--- src/tmr_pkg.sv ---
package tmr_pkg;

   // -----------------------------------------------------------------
   // count modes
   // -----------------------------------------------------------------
   typedef enum logic [1:0] {
      TMR_MODE_STOP = 2'h0,
      TMR_MODE_FREE = 2'h1,
      TMR_MODE_MOD = 2'h2,
      TMR_MODE_UPDN = 2'h3
   } tmr_mode_type;

   // -----------------------------------------------------------------
   // prescale select encodings
   // -----------------------------------------------------------------
   localparam logic [1:0] TMR_DIV_1 = 2'h0;
   localparam logic [1:0] TMR_DIV_8 = 2'h1;
   localparam logic [1:0] TMR_DIV_32 = 2'h2;
   localparam logic [1:0] TMR_DIV_128 = 2'h3;
   localparam logic [6:0] TMR_DIV_8_TERM = 7'h07;
   localparam logic [6:0] TMR_DIV_32_TERM = 7'h1F;
   localparam logic [6:0] TMR_DIV_128_TERM = 7'h7F;

   // -----------------------------------------------------------------
   // widths and reset values
   // -----------------------------------------------------------------
   localparam int TMR_TICK_SEL_W = 3;
   localparam int TMR_TICK_DIV_W = 7;
   localparam logic [15:0] TMR_COUNT_RESET = 16'h0000;
   localparam logic [15:0] TMR_COUNT_TERM = 16'hFFFF;

   // -----------------------------------------------------------------
   // carriers
   // -----------------------------------------------------------------
   typedef struct packed {
      tmr_mode_type count_mode_field;
      logic [1:0] prescale_select;
      logic [TMR_TICK_SEL_W-1:0] tick_speed_select;
   } tmr_ctrl_type;

   typedef struct packed {
      logic rd_low;
      logic wr_low;
      logic wr_ctrl;
      logic clr_ovf;
   } tmr_access_type;

endpackage

--- src/tmr_tick_gen.sv ---
`timescale 1ns/10ps
// tick speed setting only divides the timer tick; system clock untouched
module tmr_tick_gen #(
   parameter int SEL_W = tmr_pkg::TMR_TICK_SEL_W
) (
   // clock and reset
   input wire logic i_sys_clk,
   input wire logic i_reset,
   // setting
   input wire logic [SEL_W-1:0] i_tick_speed_select,
   // tick out
   output logic o_tick
);

   localparam int DIV_W = (1 << SEL_W);

   initial begin
      if (SEL_W < 1 || SEL_W > 4) begin
         $error("tmr_tick_gen: SEL_W out of range");
      end
   end

   logic [DIV_W-1:0] div_count;
   logic [DIV_W-1:0] next_div_count;
   logic next_tick;
   logic tick;

   always_comb begin
      next_div_count = div_count + {{(DIV_W-1){1'b0}}, 1'b1};
      // tick at system rate divided by 2**select
      next_tick = 1'b0;
      if (i_tick_speed_select == '0) begin
         next_tick = 1'b1;
      end else if (div_count[i_tick_speed_select - 1'b1 -: 1] == 1'b1 &&
            (div_count & ((DIV_W'(1) << i_tick_speed_select) - DIV_W'(1)))
            == ((DIV_W'(1) << i_tick_speed_select) - DIV_W'(1))) begin
         next_tick = 1'b1;
      end
   end

   always_ff @(posedge i_sys_clk or posedge i_reset) begin
      if (i_reset) begin
         div_count <= '0;
         tick <= 1'b0;
      end else begin
         div_count <= next_div_count;
         tick <= next_tick;
      end
   end

   assign o_tick = tick;

endmodule // tmr_tick_gen

--- src/tmr_counter.sv ---
`timescale 1ns/10ps
// -----------------------------------------------------------------
// Summary of operation
// - A 16-bit counter steps by one on every active tick edge in free-running mode.
// - Active edges are the tick divided by 1, 8, 32 or 128.
// - Tick speed changes only the tick rate, never the system clock.
// - Reading the low byte latches the upper byte of the counter.
// - Any low-byte write clears the whole counter.
// - Only free-running mode counts; mode zero and the other modes freeze the count.
// - Free-running counts up and wraps from all ones to zero.
// - Free-running sets the overflow flag on reaching all ones.
// - Overflow reaches the cpu flag only with the mask set.
// - The interrupt request needs both mask and enable set.
// -----------------------------------------------------------------
module tmr_counter #(
   parameter int WIDTH = 16
) (
   // clock and reset
   input wire logic i_sys_clk,
   input wire logic i_reset,
   // control write, applied on i_access.wr_ctrl
   input wire tmr_pkg::tmr_ctrl_type i_ctrl,
   input wire tmr_pkg::tmr_access_type i_access,
   // interrupt gating
   input wire logic i_overflow_irq_mask,
   input wire logic i_timer_irq_enable,
   // status
   output tmr_pkg::tmr_ctrl_type o_timer_control,
   output logic [7:0] o_counter_low_byte,
   output logic [7:0] o_counter_high_byte,
   output logic o_overflow_flag,
   output logic o_cpu_timer_irq_flag,
   output logic o_irq,
   output logic o_terminal_event
);

   initial begin
      if (WIDTH != 16) begin
         $error("tmr_counter: only a 16-bit counter is supported");
      end
   end

   // -----------------------------------------------------------------
   // state
   // -----------------------------------------------------------------
   tmr_pkg::tmr_ctrl_type ctrl;
   tmr_pkg::tmr_ctrl_type next_ctrl;
   logic [15:0] count;
   logic [15:0] next_count;
   logic [6:0] pre_count;
   logic [6:0] next_pre_count;
   logic [7:0] high_buf;
   logic [7:0] next_high_buf;
   logic ovf;
   logic next_ovf;
   logic cpu_flag;
   logic next_cpu_flag;
   logic term_evt;
   logic next_term_evt;
   logic tick;
   logic active;
   logic running;

   // -----------------------------------------------------------------
   // tick source
   // -----------------------------------------------------------------
   tmr_tick_gen #(
      .SEL_W(tmr_pkg::TMR_TICK_SEL_W)
   ) u_tick (
      .i_sys_clk(i_sys_clk),
      .i_reset(i_reset),
      .i_tick_speed_select(ctrl.tick_speed_select),
      .o_tick(tick)
   );

   function automatic logic [6:0] div_term(input logic [1:0] sel);
      case (sel)
         tmr_pkg::TMR_DIV_1: div_term = 7'h00;
         tmr_pkg::TMR_DIV_8: div_term = tmr_pkg::TMR_DIV_8_TERM;
         tmr_pkg::TMR_DIV_32: div_term = tmr_pkg::TMR_DIV_32_TERM;
         tmr_pkg::TMR_DIV_128: div_term = tmr_pkg::TMR_DIV_128_TERM;
         default: div_term = 7'h00;
      endcase
   endfunction

   assign running = (ctrl.count_mode_field != tmr_pkg::TMR_MODE_STOP);

   // -----------------------------------------------------------------
   // prescaler
   // -----------------------------------------------------------------
   always_comb begin
      next_pre_count = pre_count;
      active = 1'b0;
      if (tick && running) begin
         if (pre_count >= div_term(ctrl.prescale_select)) begin
            next_pre_count = 7'h00;
            active = 1'b1;
         end else begin
            next_pre_count = pre_count + 7'h01;
         end
      end
   end

   // -----------------------------------------------------------------
   // control, counter and flags
   // -----------------------------------------------------------------
   always_comb begin
      next_ctrl = ctrl;
      next_count = count;
      next_high_buf = high_buf;
      next_ovf = ovf;
      next_cpu_flag = cpu_flag;
      next_term_evt = 1'b0;
      if (i_access.wr_ctrl) begin
         next_ctrl = i_ctrl;
      end
      if (i_access.rd_low) begin
         next_high_buf = count[15:8];
      end
      if (i_access.clr_ovf) begin
         next_ovf = 1'b0;
         next_cpu_flag = 1'b0;
      end
      // halted mode leaves count untouched
      // a low-byte write beats the tick, so no flag on a cleared count
      if (active && !i_access.wr_low) begin
         case (ctrl.count_mode_field)
            tmr_pkg::TMR_MODE_FREE: begin
               next_count = count + 16'h0001;
               if (count + 16'h0001 == tmr_pkg::TMR_COUNT_TERM) begin
                  // set wins over a clear in the same cycle
                  next_ovf = 1'b1;
                  next_term_evt = 1'b1;
                  if (i_overflow_irq_mask) begin
                     next_cpu_flag = 1'b1;
                  end
               end
            end
            default: begin
               // other modes belong to a separate block; hold here
               next_count = count;
            end
         endcase
      end
      if (i_access.wr_low) begin
         next_count = tmr_pkg::TMR_COUNT_RESET;
      end
   end

   always_ff @(posedge i_sys_clk or posedge i_reset) begin
      if (i_reset) begin
         ctrl <= '{count_mode_field: tmr_pkg::TMR_MODE_STOP,
                   prescale_select: tmr_pkg::TMR_DIV_1,
                   tick_speed_select: '0};
         count <= tmr_pkg::TMR_COUNT_RESET;
         pre_count <= 7'h00;
         high_buf <= 8'h00;
         ovf <= 1'b0;
         cpu_flag <= 1'b0;
         term_evt <= 1'b0;
      end else begin
         ctrl <= next_ctrl;
         count <= next_count;
         pre_count <= next_pre_count;
         high_buf <= next_high_buf;
         ovf <= next_ovf;
         cpu_flag <= next_cpu_flag;
         term_evt <= next_term_evt;
      end
   end

   // -----------------------------------------------------------------
   // outputs
   // -----------------------------------------------------------------
   assign o_timer_control = ctrl;
   assign o_counter_low_byte = count[7:0];
   // buffered byte, valid only after a low-byte read
   assign o_counter_high_byte = high_buf;
   assign o_overflow_flag = ovf;
   assign o_cpu_timer_irq_flag = cpu_flag;
   assign o_irq = cpu_flag & i_overflow_irq_mask & i_timer_irq_enable;
   assign o_terminal_event = term_evt;

endmodule // tmr_counter

--- config.mk ---
export PLATFORM = sky130hd
export DESIGN_NAME = tmr_counter
export DESIGN_NICKNAME = d
export VERILOG_FILES = /design/src/tmr_pkg.sv /design/src/tmr_tick_gen.sv /design/src/tmr_counter.sv
export SDC_FILE = /design/constraint.sdc
export NUM_CORES = 1
export LEC_CHECK = 0
export ABC_AREA = 1
export BUFFER_PORTS_ARGS = -buffer_cell sky130_fd_sc_hd__buf_2
export CAP_MARGIN = 30
export CORE_MARGIN = 1.5
export CORE_UTILIZATION = 37
export DETAILED_ROUTE_END_ITERATION = 6
export SLEW_MARGIN = 20
export SYNTH_ARGS = -nofsm -noshare
export SYNTH_HDL_FRONTEND = slang
export SYNTH_SLANG_ARGS = --single-unit
--- constraint.sdc ---
create_clock -name i_sys_clk -period 2.3 [get_ports i_sys_clk]
set_input_delay 0.115 -clock i_sys_clk [delete_from_list [all_inputs] [get_ports i_sys_clk]]
set_output_delay 0.115 -clock i_sys_clk [all_outputs]
set_load 0.01 [all_outputs]
==> impl_results.md, run 1 <==
* CTS Buffer Depth at 2
* Num rows at 33
* Max_cap viols at 0
* N_diodes at 0
* Avg Synthesized Cell Area at 7.430 µm²
* Slowest cell on the critical path: dfrtp_1
* Worst Clk Skew at 5.236 ps
* Total Routing Usage GR at 17.24%
* Combinational fraction of design power at 19.4%
* Clk sink count at 50
* Most frequent cells in the layout: nand2_1, inv_1, dfrtp_1
* Crit path depth at 13
* Non-filler cells, final at 566
* Total power divided by cell area at 538.0 nW/µm²
* Sequential share of power at 51.8%
* Worst-skew pair later-pin latency at 310 ps
* Starting density of the core at 38.07%
* Worst r2r path cells at 13
* # H-tree levels at 2
* Core Box Area at 8217 µm²
* Yosys Warn Count at 0
* I/O pins at 42
* Max-slew violations at 0
* Die Area at 9015 µm²
* Rel. slew slack at 75.50%
* Final Cycle Share at 89.40%
* Crit path required time at 2520 ps
* Layout cells sized above 1 at 15.62%
* Net Sw Frac at 30.49%
* Synth Register Bits at 50
* Int Power at 1322 µW
* Layout fillers at 848
* DRT Wirelength at 6843 µm
* Vias at 2,760
* Dpl cells at 556
* Worst VDD drop at 0.2232 mV
* Critical Path Start Type: flop
* Post CTS Setup Buffer Count at 0
* RePlAce Congestion at 0.8917
* Grt ovf at 0
* Hold Crit Class: input pin to flop
* Max FO, Critical Path at 11
* Fmax at 486.3 MHz
* Yosys top cell area share at 40.00%
* CTS Buf Count at 5
* Die height at 94.95 µm
* Leakage power at 0.001786 µW
* Port Buffers at 41
* Vias/cell at 4.876
* Outcome: complete, no violations
* Nets at 492
* Avg WL per Cell at 12.09 µm
* Root buffer selected by CTS: clkbuf_8
* First-pass GRT wire length at 12,240 µm
* Top post-synthesis cells by area: dfrtp_1, nand2_1, ha_1
* Commonest non-fill, non-tap cell in the layout: nand2_1
* Vias in the first global route at 2,690
* Distinct cells, synth at 33
* Initial DRT Pass Iterations at 4
* Worst Hold Depth at 3
* Post-synthesis sequential area ratio at 40.00%
* Worst-Margin Slew at 364.3 ps
* Die X at 94.95 µm
* Switch Pwr at 579.9 µW
* Max stage delay on crit path at 420 ps
* Critical path's top delay family: simple AND/OR/NAND/NOR gates
* Starting DRT DRC Count at 130
* Pre-CTS worst setup slack at -118.1 ps
* Largest net degree at the start of global routing at 20
* Yosys top cell by area: dfrtp_1
* Minimum clock period at 2056 ps
* Initial antenna violation count at 0
* Cell Chain, Critical Path: nor2_2, inv_1, ha_1, nand2_1, nor2_1, nand4_1, nand3_1, nand2_2, nor2_4, nand2_4, inv_1, nand2_1, o21ai_0
* Critical path buffers and inverters at 2
* Antenna Violating Nets Remaining at 0
* Final setup viols at 0
* CTS tree: done
* Clock share of power at 28.8%
* Clock transition at path regs at 90 ps
* Worst setup margin at 243.7 ps
* Worst setup EP type: flop
* Post-Syn Area at 3128 µm²
* WS Path Type: flop to flop
* Syn nets at 453
* Synth-to-Final Area Change at 13.00%
* Detailed Place HPWL at 5294 µm
* Cell count after synthesis at 421
* Crit path DAT at 2280 ps
* Hold Vio Cnt, Final at 0
* DRC at 0
[per-stage QoR]
step | setup TNS (ps) | total power [µW] | utilization (%) | area [µm²] | hold slack [ps]
5_1_grt | -2.419 | 2042 | 43.02 | 3535 | 20.74
2_1_floorplan | 0 | 1262 | - | 3128 | 231.8
3_5_place_dp | -916.2 | 1370 | 41.34 | 3397 | 107.3
6_report | 0 | 1902 | 43.02 | 3535 | 8.849
4_1_cts | 0 | 1929 | 42.80 | 3517 | 3.827
3_3_place_gp | 0 | 1357 | 41.34 | 3397 | 108.2
[registers in the layout (all words and copies together) (netlist names)]
register and cells:
o_counter_high_byte 8, o_timer_control 7, count 16, u_tick.o_tick 1, o_overflow_flag 1, u_tick.div_count 8
o_cpu_timer_irq_flag 1, pre_count 7, o_terminal_event 1
[worst paths after layout]
| path | slack, ps | start | end |
|---|---|---|---|
| worst max-delay path | 240 | o_timer_control[4] | count[12] |
| worst min-delay path | 9 | i_ctrl[2] | o_timer_control[2] |
| worst max register to register | 240 | o_timer_control[4] | count[12] |
| worst min register to register | 490 | u_tick.div_count[5] | u_tick.div_count[5] |
| max in group asynchronous | 1420 | i_reset | o_timer_control[2] |
| min in group asynchronous | 300 | i_reset | count[11] |
[worst min-delay path: cells and delay by family]
family / cells / cell delay [ps]
buf+inv: 1 / 70
simple gates: 1 / 30
compound gates: 1 / 60
[logic make-up (layout without fill, tap and decap cells)]
group,Yosys count,in the layout,share of synthesized area [%]
and+or+nand+nor,216,216,30.28
buffers and inverters,67,107,9.239
AOI/OAI and AO/OA,57,57,9.520
DFF,50,50,40.00
adders and majority gates,17,17,6.800
xor gates and xnor gates,11,11,3.080
muxes,3,3,1.080
[power groups by stage]
stage,Clock (µW),Sequential [µW],Combinational [µW]
2_1_floorplan,0,998,264
3_3_place_gp,0,1000,356
3_5_place_dp,0,1000,369
4_1_cts,572,985,373
5_1_grt,603,996,443
6_report,547,985,369
[synthesized netlist by cell type, drive strengths merged]
| library cell | count |
|---|---|
| o21a | 1 |
| dfrtp | 50 |
| buf | 12 |
| o211ai | 1 |
| xor2 | 10 |
| o21ai | 37 |
| and3 | 1 |
| clkinv | 1 |
| a21boi | 1 |
| xnor2 | 1 |
| inv | 52 |
| mux2 | 3 |
| a21oi | 16 |
| ha | 17 |
| nand3 | 34 |
| nand2 | 112 |
| nor3 | 5 |
| nand4 | 10 |
| o22ai | 1 |
| nor2 | 52 |
| and2 | 1 |
| nand3b | 1 |
| clkbuf | 2 |
[layout make-up]
class                   instances  area, µm²  area share [%]
inverters                      53      198.9           5.628
well taps                     105      131.4           3.717
clock buffers                   6      82.58           2.336
repair buffers                 46      247.7           7.009
clock inverters                 2      12.51          0.3540
multi-input cells             304       1610           45.56
flip-flops and latches         50       1251           35.40
[repair_timing]
item | CTS | global route
gates resized for setup | 2 | 4
endpoints found under the setup margin | 11 | 14
pin swaps | 0 | 0
hold buffers | 2 | 0
hold endpoints to repair | 15 | 0
[routing by layer]
| layer | vias up | wire (µm) | global-route usage, % |
|---|---|---|---|
| li1 | 1425 | - | - |
| met2 | 49 | 3145 | 28.15 |
| met4 | 0 | 104 | 5.597 |
| met3 | 9 | 285 | 2.415 |
| met1 | 1277 | 3307 | 23.41 |
| met5 | - | 0 | 0 |
Power figures use the tool's default switching activity.
==> run 2, diff against run 1 <==
Settings changed: CORE_ASPECT_RATIO set to 0.9.
==> run 2 against run 1 <==
  * Combinational power is essentially flat
  * Routed wire length rose by 0.99%
  * Critical endpoint unchanged
  * Flip-flop and latch count is the same
  * Utilization up 0.37 points
  * Highest routed layer unchanged
  * Clock skew decreased by 0.67 ps
  * Critical path depth shrank 1
  * Die area is essentially flat
  * Design area fell by 0.50%
  * First-iteration DRC count is 48% higher
  * Critical path type unchanged
  * Power decreased by 0.49%
==> impl_results.md, run 2 (synthesized netlist as in run 1, its figures left out) <==
* Fmax at 485.9 MHz (was 486.3 MHz)
* Final setup viols at 0 (unchanged)
* Max_cap viols at 0 (unchanged)
* DRC at 0 (unchanged)
* Worst setup EP type: flop (unchanged)
* Clock share of power at 28.5% (was 28.8%)
* Outcome: complete, no violations (unchanged)
* Commonest non-fill, non-tap cell in the layout: nand2_1 (unchanged)
* Switch Pwr at 571.9 µW (was 579.9 µW)
* Worst Clk Skew at 4.562 ps (was 5.236 ps)
* Reg2reg setup slack at 240 ps (about the same)
* N_diodes at 0 (unchanged)
* WS Path Type: flop to flop (unchanged)
* Total Routing Usage GR at 16.25% (was 17.24%)
* Pre-CTS worst setup slack at -66.78 ps (was -118.1 ps)
* Max stage delay on crit path at 420 ps (about the same)
* Vias in the first global route at 2,669 (was 2,690)
* First-pass GRT wire length at 11,900 µm (was 12,240 µm)
* Crit path required time at 2490 ps (was 2520 ps)
* Max reg flops at 16 (unchanged)
* CP most frequent cell: nand2_1
* Crit path DAT at 2240 ps (was 2280 ps)
* Max FO, Critical Path at 6 (was 11)
* Starting DRT DRC Count at 192 (was 130)
* Worst Hold Depth at 3 (unchanged)
* Layout cells sized above 1 at 15.65% (was 15.62%)
* Hold Crit Class: input pin to flop (unchanged)
* Detailed Place HPWL at 5433 µm (was 5294 µm)
* CTS tree: done (unchanged)
* Most frequent cells in the layout: nand2_1, inv_1, dfrtp_1 (unchanged)
* Nets at 491 (was 492)
* Cell Chain, Critical Path: nor2_2, inv_1, ha_1, nand2_1, nor2_1, nand4_1, nand3_1, nand2_2, inv_1, nand2_1, nand2_1, o21ai_0 (was nor2_2, inv_1, ha_1, nand2_1, nor2_1, nand4_1, nand3_1, nand2_2, nor2_4, nand2_4, inv_1, nand2_1, o21ai_0)
* RePlAce Congestion at 0.8815 (was 0.8917)
* Total power divided by cell area at 538.0 nW/µm² (about the same)
* Sequential share of power at 52.0% (was 51.8%)
* Critical Path Start Type: flop (unchanged)
* Critical path's top delay family: simple AND/OR/NAND/NOR gates (unchanged)
* Final Cycle Share at 89.48% (was 89.40%)
* Min Hold Slack at 18.57 ps (was 8.849 ps)
* Clock transition at path regs at 90 ps (about the same)
* Die height at 90.23 µm (was 94.95 µm)
* Int Power at 1320 µW (was 1322 µW)
* Die Area at 9015 µm² (about the same)
* CTS Buffer Depth at 2 (unchanged)
* Worst-Margin Slew at 615.8 ps (was 364.3 ps)
* Port Buffers at 41 (unchanged)
* Worst r2r path cells at 12 (was 13)
* Grt met2 use at 24.66% (was 28.15%)
* RSZ-0062 raised after global routing: no
* Worst-skew pair later-pin latency at 300 ps (was 310 ps)
* Worst setup margin at 241.9 ps (was 243.7 ps)
* DRT Wirelength at 6911 µm (was 6843 µm)
* Minimum clock period at 2058 ps (was 2056 ps)
* I/O pins at 42 (unchanged)
* R2r startpoint: o_timer_control[4] (unchanged)
* Slowest cell on the critical path: dfrtp_1 (unchanged)
* Post CTS Setup Buffer Count at 0 (unchanged)
* Max-slew violations at 0 (unchanged)
* # H-tree levels at 2 (unchanged)
* Avg WL per Cell at 12.36 µm (was 12.09 µm)
* Synth-to-Final Area Change at 12.44% (was 13.00%)
* Largest net degree at the start of global routing at 30 (was 20)
* Vias at 2,778 (was 2,760)
* Min-delay src: i_ctrl[5] (was i_ctrl[2])
* R2r endpoint: count[12] (unchanged)
* Starting density of the core at 38.59% (was 38.07%)
* Antenna Violating Nets Remaining at 0 (unchanged)
* Num rows at 31 (was 33)
* Hold Vio Cnt, Final at 0 (unchanged)
* Dpl cells at 550 (was 556)
* CTS Buf Count at 5 (unchanged)
* Non-filler cells, final at 559 (was 566)
* Net Sw Frac at 30.22% (was 30.49%)
* Grt ovf at 0 (unchanged)
* Initial antenna violation count at 0 (unchanged)
* Die X at 99.92 µm (was 94.95 µm)
* Vias/cell at 4.970 (was 4.876)
* Met1 Use GR at 23.34% (was 23.41%)
* Core Box Area at 8107 µm² (was 8217 µm²)
* Root buffer selected by CTS: clkbuf_8 (unchanged)
* Combinational fraction of design power at 19.5% (was 19.4%)
* Critical path buffers and inverters at 2 (unchanged)
* Layout fillers at 827 (was 848)
* Clk sink count at 50 (unchanged)
* Hold path endpoint: o_timer_control[5] (was o_timer_control[2])
* Leakage power at 0.001782 µW (was 0.001786 µW)
* GR Util met3 at 3.188% (was 2.415%)
* Setup TNS at 0 ps (unchanged)
* Initial DRT Pass Iterations at 5 (was 4)
* Largest Register: count (unchanged)
* Worst VDD drop at 0.3236 mV (was 0.2232 mV)
* Rel. slew slack at 58.89% (was 75.50%)
* GRT busiest layer: met2 (unchanged)
-- run 2: power by group through the flow --
stage               Combinational [µW]  Clock [µW]  Sequential, µW
global placement                   356           0            1000
CTS                                371         561             985
global route                       428         610             993
detailed placement                 367           0            1000
floorplan                          264           0             998
finish                             369         539             984
-- run 2: metal layers --
layer | vias to the layer above | wire [µm]
met5 | - | 0
met2 | 74 | 3020
met1 | 1267 | 3497
met3 | 11 | 314
li1 | 1426 | -
met4 | 0 | 78
-- run 2: through the flow --
step	total power (µW)	instance area, µm²	utilization (%)
floorplan	1262	3128	-
global placement	1358	3390	41.81
detailed placement	1369	3390	41.81
CTS	1917	3497	43.14
global route	2031	3517	43.39
finish	1892	3517	43.39
-- run 2: worst register-to-register path: stages (launching register included) --
cell     delay [ps]
dfrtp_1         420
nor2_2          170
inv_1            60
ha_1            270
nand2_1          50
nor2_1           90
nand4_1          90
nand3_1         140
nand2_2         110
inv_1           190
nand2_1          80
nand2_1         170
o21ai_0         110
-- run 2: area by class of cell --
cell class	count	area, µm²	area share [%]
clock buffers	6	82.58	2.348
inverters	53	198.9	5.656
well taps	99	123.9	3.522
multi-input cells	304	1610	45.78
clock inverters	2	12.51	0.3557
flip-flops and latches	50	1251	35.57
repair buffers	45	237.7	6.759
-- run 2: how the worst max path moves through the flow --
stage          cells after the start             to          startpoint
6_report                          12      count[12]  o_timer_control[4]
4_1_cts                           13      count[10]  o_timer_control[4]
2_1_floorplan                     10  u_tick.o_tick  o_timer_control[0]
5_1_grt                           12      count[12]  o_timer_control[4]
3_3_place_gp                      10       count[2]  o_timer_control[4]
3_5_place_dp                      10       count[2]  o_timer_control[4]
-- run 2: repair_timing --
action / 4_1_cts / 5_1_grt
endpoints found under the hold margin: 27 / 0
hold buffers: 1 / 0
pin swaps: 0 / 0
setup endpoints to repair: 11 / 14
gates resized for setup: 1 / 5
==> run 3, diff against run 2 <==
Settings changed: BUFFER_PORTS_ARGS -buffer_cell sky130_fd_sc_hd__buf_2 to -buffer_cell sky130_fd_sc_hd__buf_4, CORE_UTILIZATION 37 to 40, CTS_BUF_LIST set to sky130_fd_sc_hd__clkbuf_4 sky130_fd_sc_hd__clkbuf_8.
==> run 3 against run 2 <==
  * Critical path depth increased by 1
  * Clock power grew 22%
  * Design area up 3.1%
==> impl_results.md, run 3 (synthesized netlist as in run 1, its figures left out) <==
* Max reg flops at 16 (unchanged)
* Critical path buffers and inverters at 2 (unchanged)
* Initial DRT Pass Iterations at 4 (was 5)
* Slowest cell on the critical path: dfrtp_1 (unchanged)
* Worst setup margin at 199.7 ps (was 241.9 ps)
* Hold Crit Class: input pin to flop (unchanged)
* Minimum clock period at 2100 ps (was 2058 ps)
* Port Buffers at 41 (unchanged)
* Worst VDD drop at 0.3353 mV (was 0.3236 mV)
* # H-tree levels at 2 (unchanged)
* Post-Layout Inst Area at 3627 µm² (was 3517 µm²)
* Final setup viols at 0 (unchanged)
* Grt ovf at 0 (unchanged)
* Worst-Margin Slew at 629.0 ps (was 615.8 ps)
* Die X at 96.22 µm (was 99.92 µm)
* Outcome: complete, no violations (unchanged)
* Commonest non-fill, non-tap cell in the layout: nand2_1 (unchanged)
* N_diodes at 0 (unchanged)
* Nets at 490 (was 491)
* Clock transition at path regs at 100 ps (was 90 ps)
* Total Routing Usage GR at 18.34% (was 16.25%)
* Rel. slew slack at 58.07% (was 58.89%)
* Die Area at 8361 µm² (was 9015 µm²)
* DRT Wirelength at 6954 µm (was 6911 µm)
* Largest net degree at the start of global routing at 51 (was 30)
* Avg WL per Cell at 12.53 µm (was 12.36 µm)
* Min-delay src: i_ctrl[2] (was i_ctrl[5])
* Critical Path Start Type: flop (unchanged)
* WS Path Type: flop to flop (unchanged)
* Max_cap viols at 0 (unchanged)
* CTS Buffer Depth at 2 (unchanged)
* Post-DP Area at 3481 µm² (was 3390 µm²)
* Layout cells sized above 1 at 15.47% (was 15.65%)
* Core Box Area at 7545 µm² (was 8107 µm²)
* Root buffer selected by CTS: clkbuf_8 (unchanged)
* Synth-to-Final Area Change at 15.96% (was 12.44%)
* Num rows at 30 (was 31)
* Vias/cell at 4.937 (was 4.970)
* Die height at 86.90 µm (was 90.23 µm)
* Vias in the first global route at 2,656 (was 2,669)
* Crit path DAT at 2330 ps (was 2240 ps)
* Starting DRT DRC Count at 145 (was 192)
* Worst Clk Skew at 7.208 ps (was 4.562 ps)
* CTS Buf Count at 5 (unchanged)
* Max stage delay on crit path at 430 ps (was 420 ps)
* Total power divided by cell area at 559.7 nW/µm² (was 538.0 nW/µm²)
* Crit path required time at 2530 ps (was 2490 ps)
* Critical path's top delay family: simple AND/OR/NAND/NOR gates (unchanged)
* Initial antenna violation count at 0 (unchanged)
* Cell Chain, Critical Path: nor2_2, inv_1, ha_1, nand2_1, nor2_1, nand4_1, nand3_1, nand2_2, nor2_4, nand2_4, inv_1, nand2_1, o21ai_0 (was nor2_2, inv_1, ha_1, nand2_1, nor2_1, nand4_1, nand3_1, nand2_2, inv_1, nand2_1, nand2_1, o21ai_0)
* Detailed Place HPWL at 5216 µm (was 5433 µm)
* Largest Register: count (unchanged)
* R2r endpoint: count[15] (was count[12])
* Worst r2r path cells at 13 (was 12)
* R2r startpoint: o_timer_control[4] (unchanged)
* Starting density of the core at 41.46% (was 38.59%)
* Area occupied by multi-input gates at 1610 µm² (unchanged)
* Clk sink count at 50 (unchanged)
* Final Cycle Share at 91.32% (was 89.48%)
* Antenna Violating Nets Remaining at 0 (unchanged)
* Hold path endpoint: o_timer_control[2] (was o_timer_control[5])
* Worst-skew pair later-pin latency at 310 ps (was 300 ps)
* Worst setup EP type: flop (unchanged)
* Post CTS Setup Buffer Count at 0 (unchanged)
* Max FO, Critical Path at 11 (was 6)
* Overall Power at 2030 µW (was 1892 µW)
* Min Hold Slack at 6.644 ps (was 18.57 ps)
* DRC at 0 (unchanged)
* CTS tree: done (unchanged)
* Fmax at 476.1 MHz (was 485.9 MHz)
* Leakage power at 0.001809 µW (was 0.001782 µW)
* Pre-CTS worst setup slack at -114.4 ps (was -66.78 ps)
* I/O pins at 42 (unchanged)
* Reg2reg setup slack at 200 ps (was 240 ps)
* FF/Latch Area at 1251 µm² (unchanged)
* Worst Hold Depth at 3 (unchanged)
* Layout fillers at 774 (was 827)
* RePlAce Congestion at 0.8734 (was 0.8815)
* Hold Vio Cnt, Final at 0 (unchanged)
* Most frequent cells in the layout: nand2_1, inv_1, dfrtp_1 (unchanged)
* Max-slew violations at 0 (unchanged)
* Vias at 2,740 (was 2,778)
* First-pass GRT wire length at 12,050 µm (was 11,900 µm)
## run 3: changes by cell type in the layout (fill, tap and decap cells not counted), sizes merged
cell / change
buf: -1
bufinv: +1
clkbuf: +1
clkinv: -1
clkinvlp: -1
## run 3: repair_timing
item / CTS / global route
endpoints found under the hold margin: 1 / 0
gates resized for setup: 2 / 5
setup endpoints to repair: 14 / 17
hold buffers: 1 / 0
## run 3: cell type report
class                      instances  share of cell area (%)
clock buffer                       7                   2.311
clock inverter                     1                  0.8279
inverter                          53                   5.485
multi-input combinational        304                   44.39
sequential                        50                   34.49
tap                               96                   3.311
timing repair buffer              44                   9.176
## run 3: stage by stage
step | instances | setup TNS [ps] | utilization, %
2_1_floorplan | 421 | 0 | -
4_1_cts | 555 | 0 | 47.84
3_3_place_gp | 546 | -26.05 | 46.14
5_1_grt | 555 | -5.267 | 48.08
6_report | 555 | 0 | 48.08
3_5_place_dp | 546 | -988.4 | 46.14
## run 3: worst max-delay path by stage
stage / startpoint / end / slack (ps) / cells past startpoint
after floorplan: o_timer_control[0] / u_tick.o_tick / 380 / 10
after global placement: o_timer_control[4] / count[2] / -30 / 10
after detailed placement: o_timer_control[4] / count[2] / -110 / 10
after CTS: o_timer_control[4] / count[11] / 70 / 11
after global routing: o_timer_control[4] / count[12] / -5 / 11
final: o_timer_control[4] / count[15] / 200 / 13
## run 3: worst min-delay path: cells and delay by family
family / cells / cell delay, ps
buffers and inverters: 1 / 70
AOI/OAI and AO/OA: 1 / 50
and+or+nand+nor: 1 / 30
## run 3: power by group
part           internal, µW  total (µW)  switching (µW)  leakage, µW
Sequential              931         984            53.2     0.000654
Clock                   350         657             307    0.0000593
Combinational           166         389             223      0.00110
## run 3: layer usage
layer	global-route usage, %	vias up	routed length [µm]
met1	26.11	1265	3489
met4	4.679	0	75
met2	28.94	45	3116
met3	2.967	7	273
li1	-	1423	-
met5	0	-	0
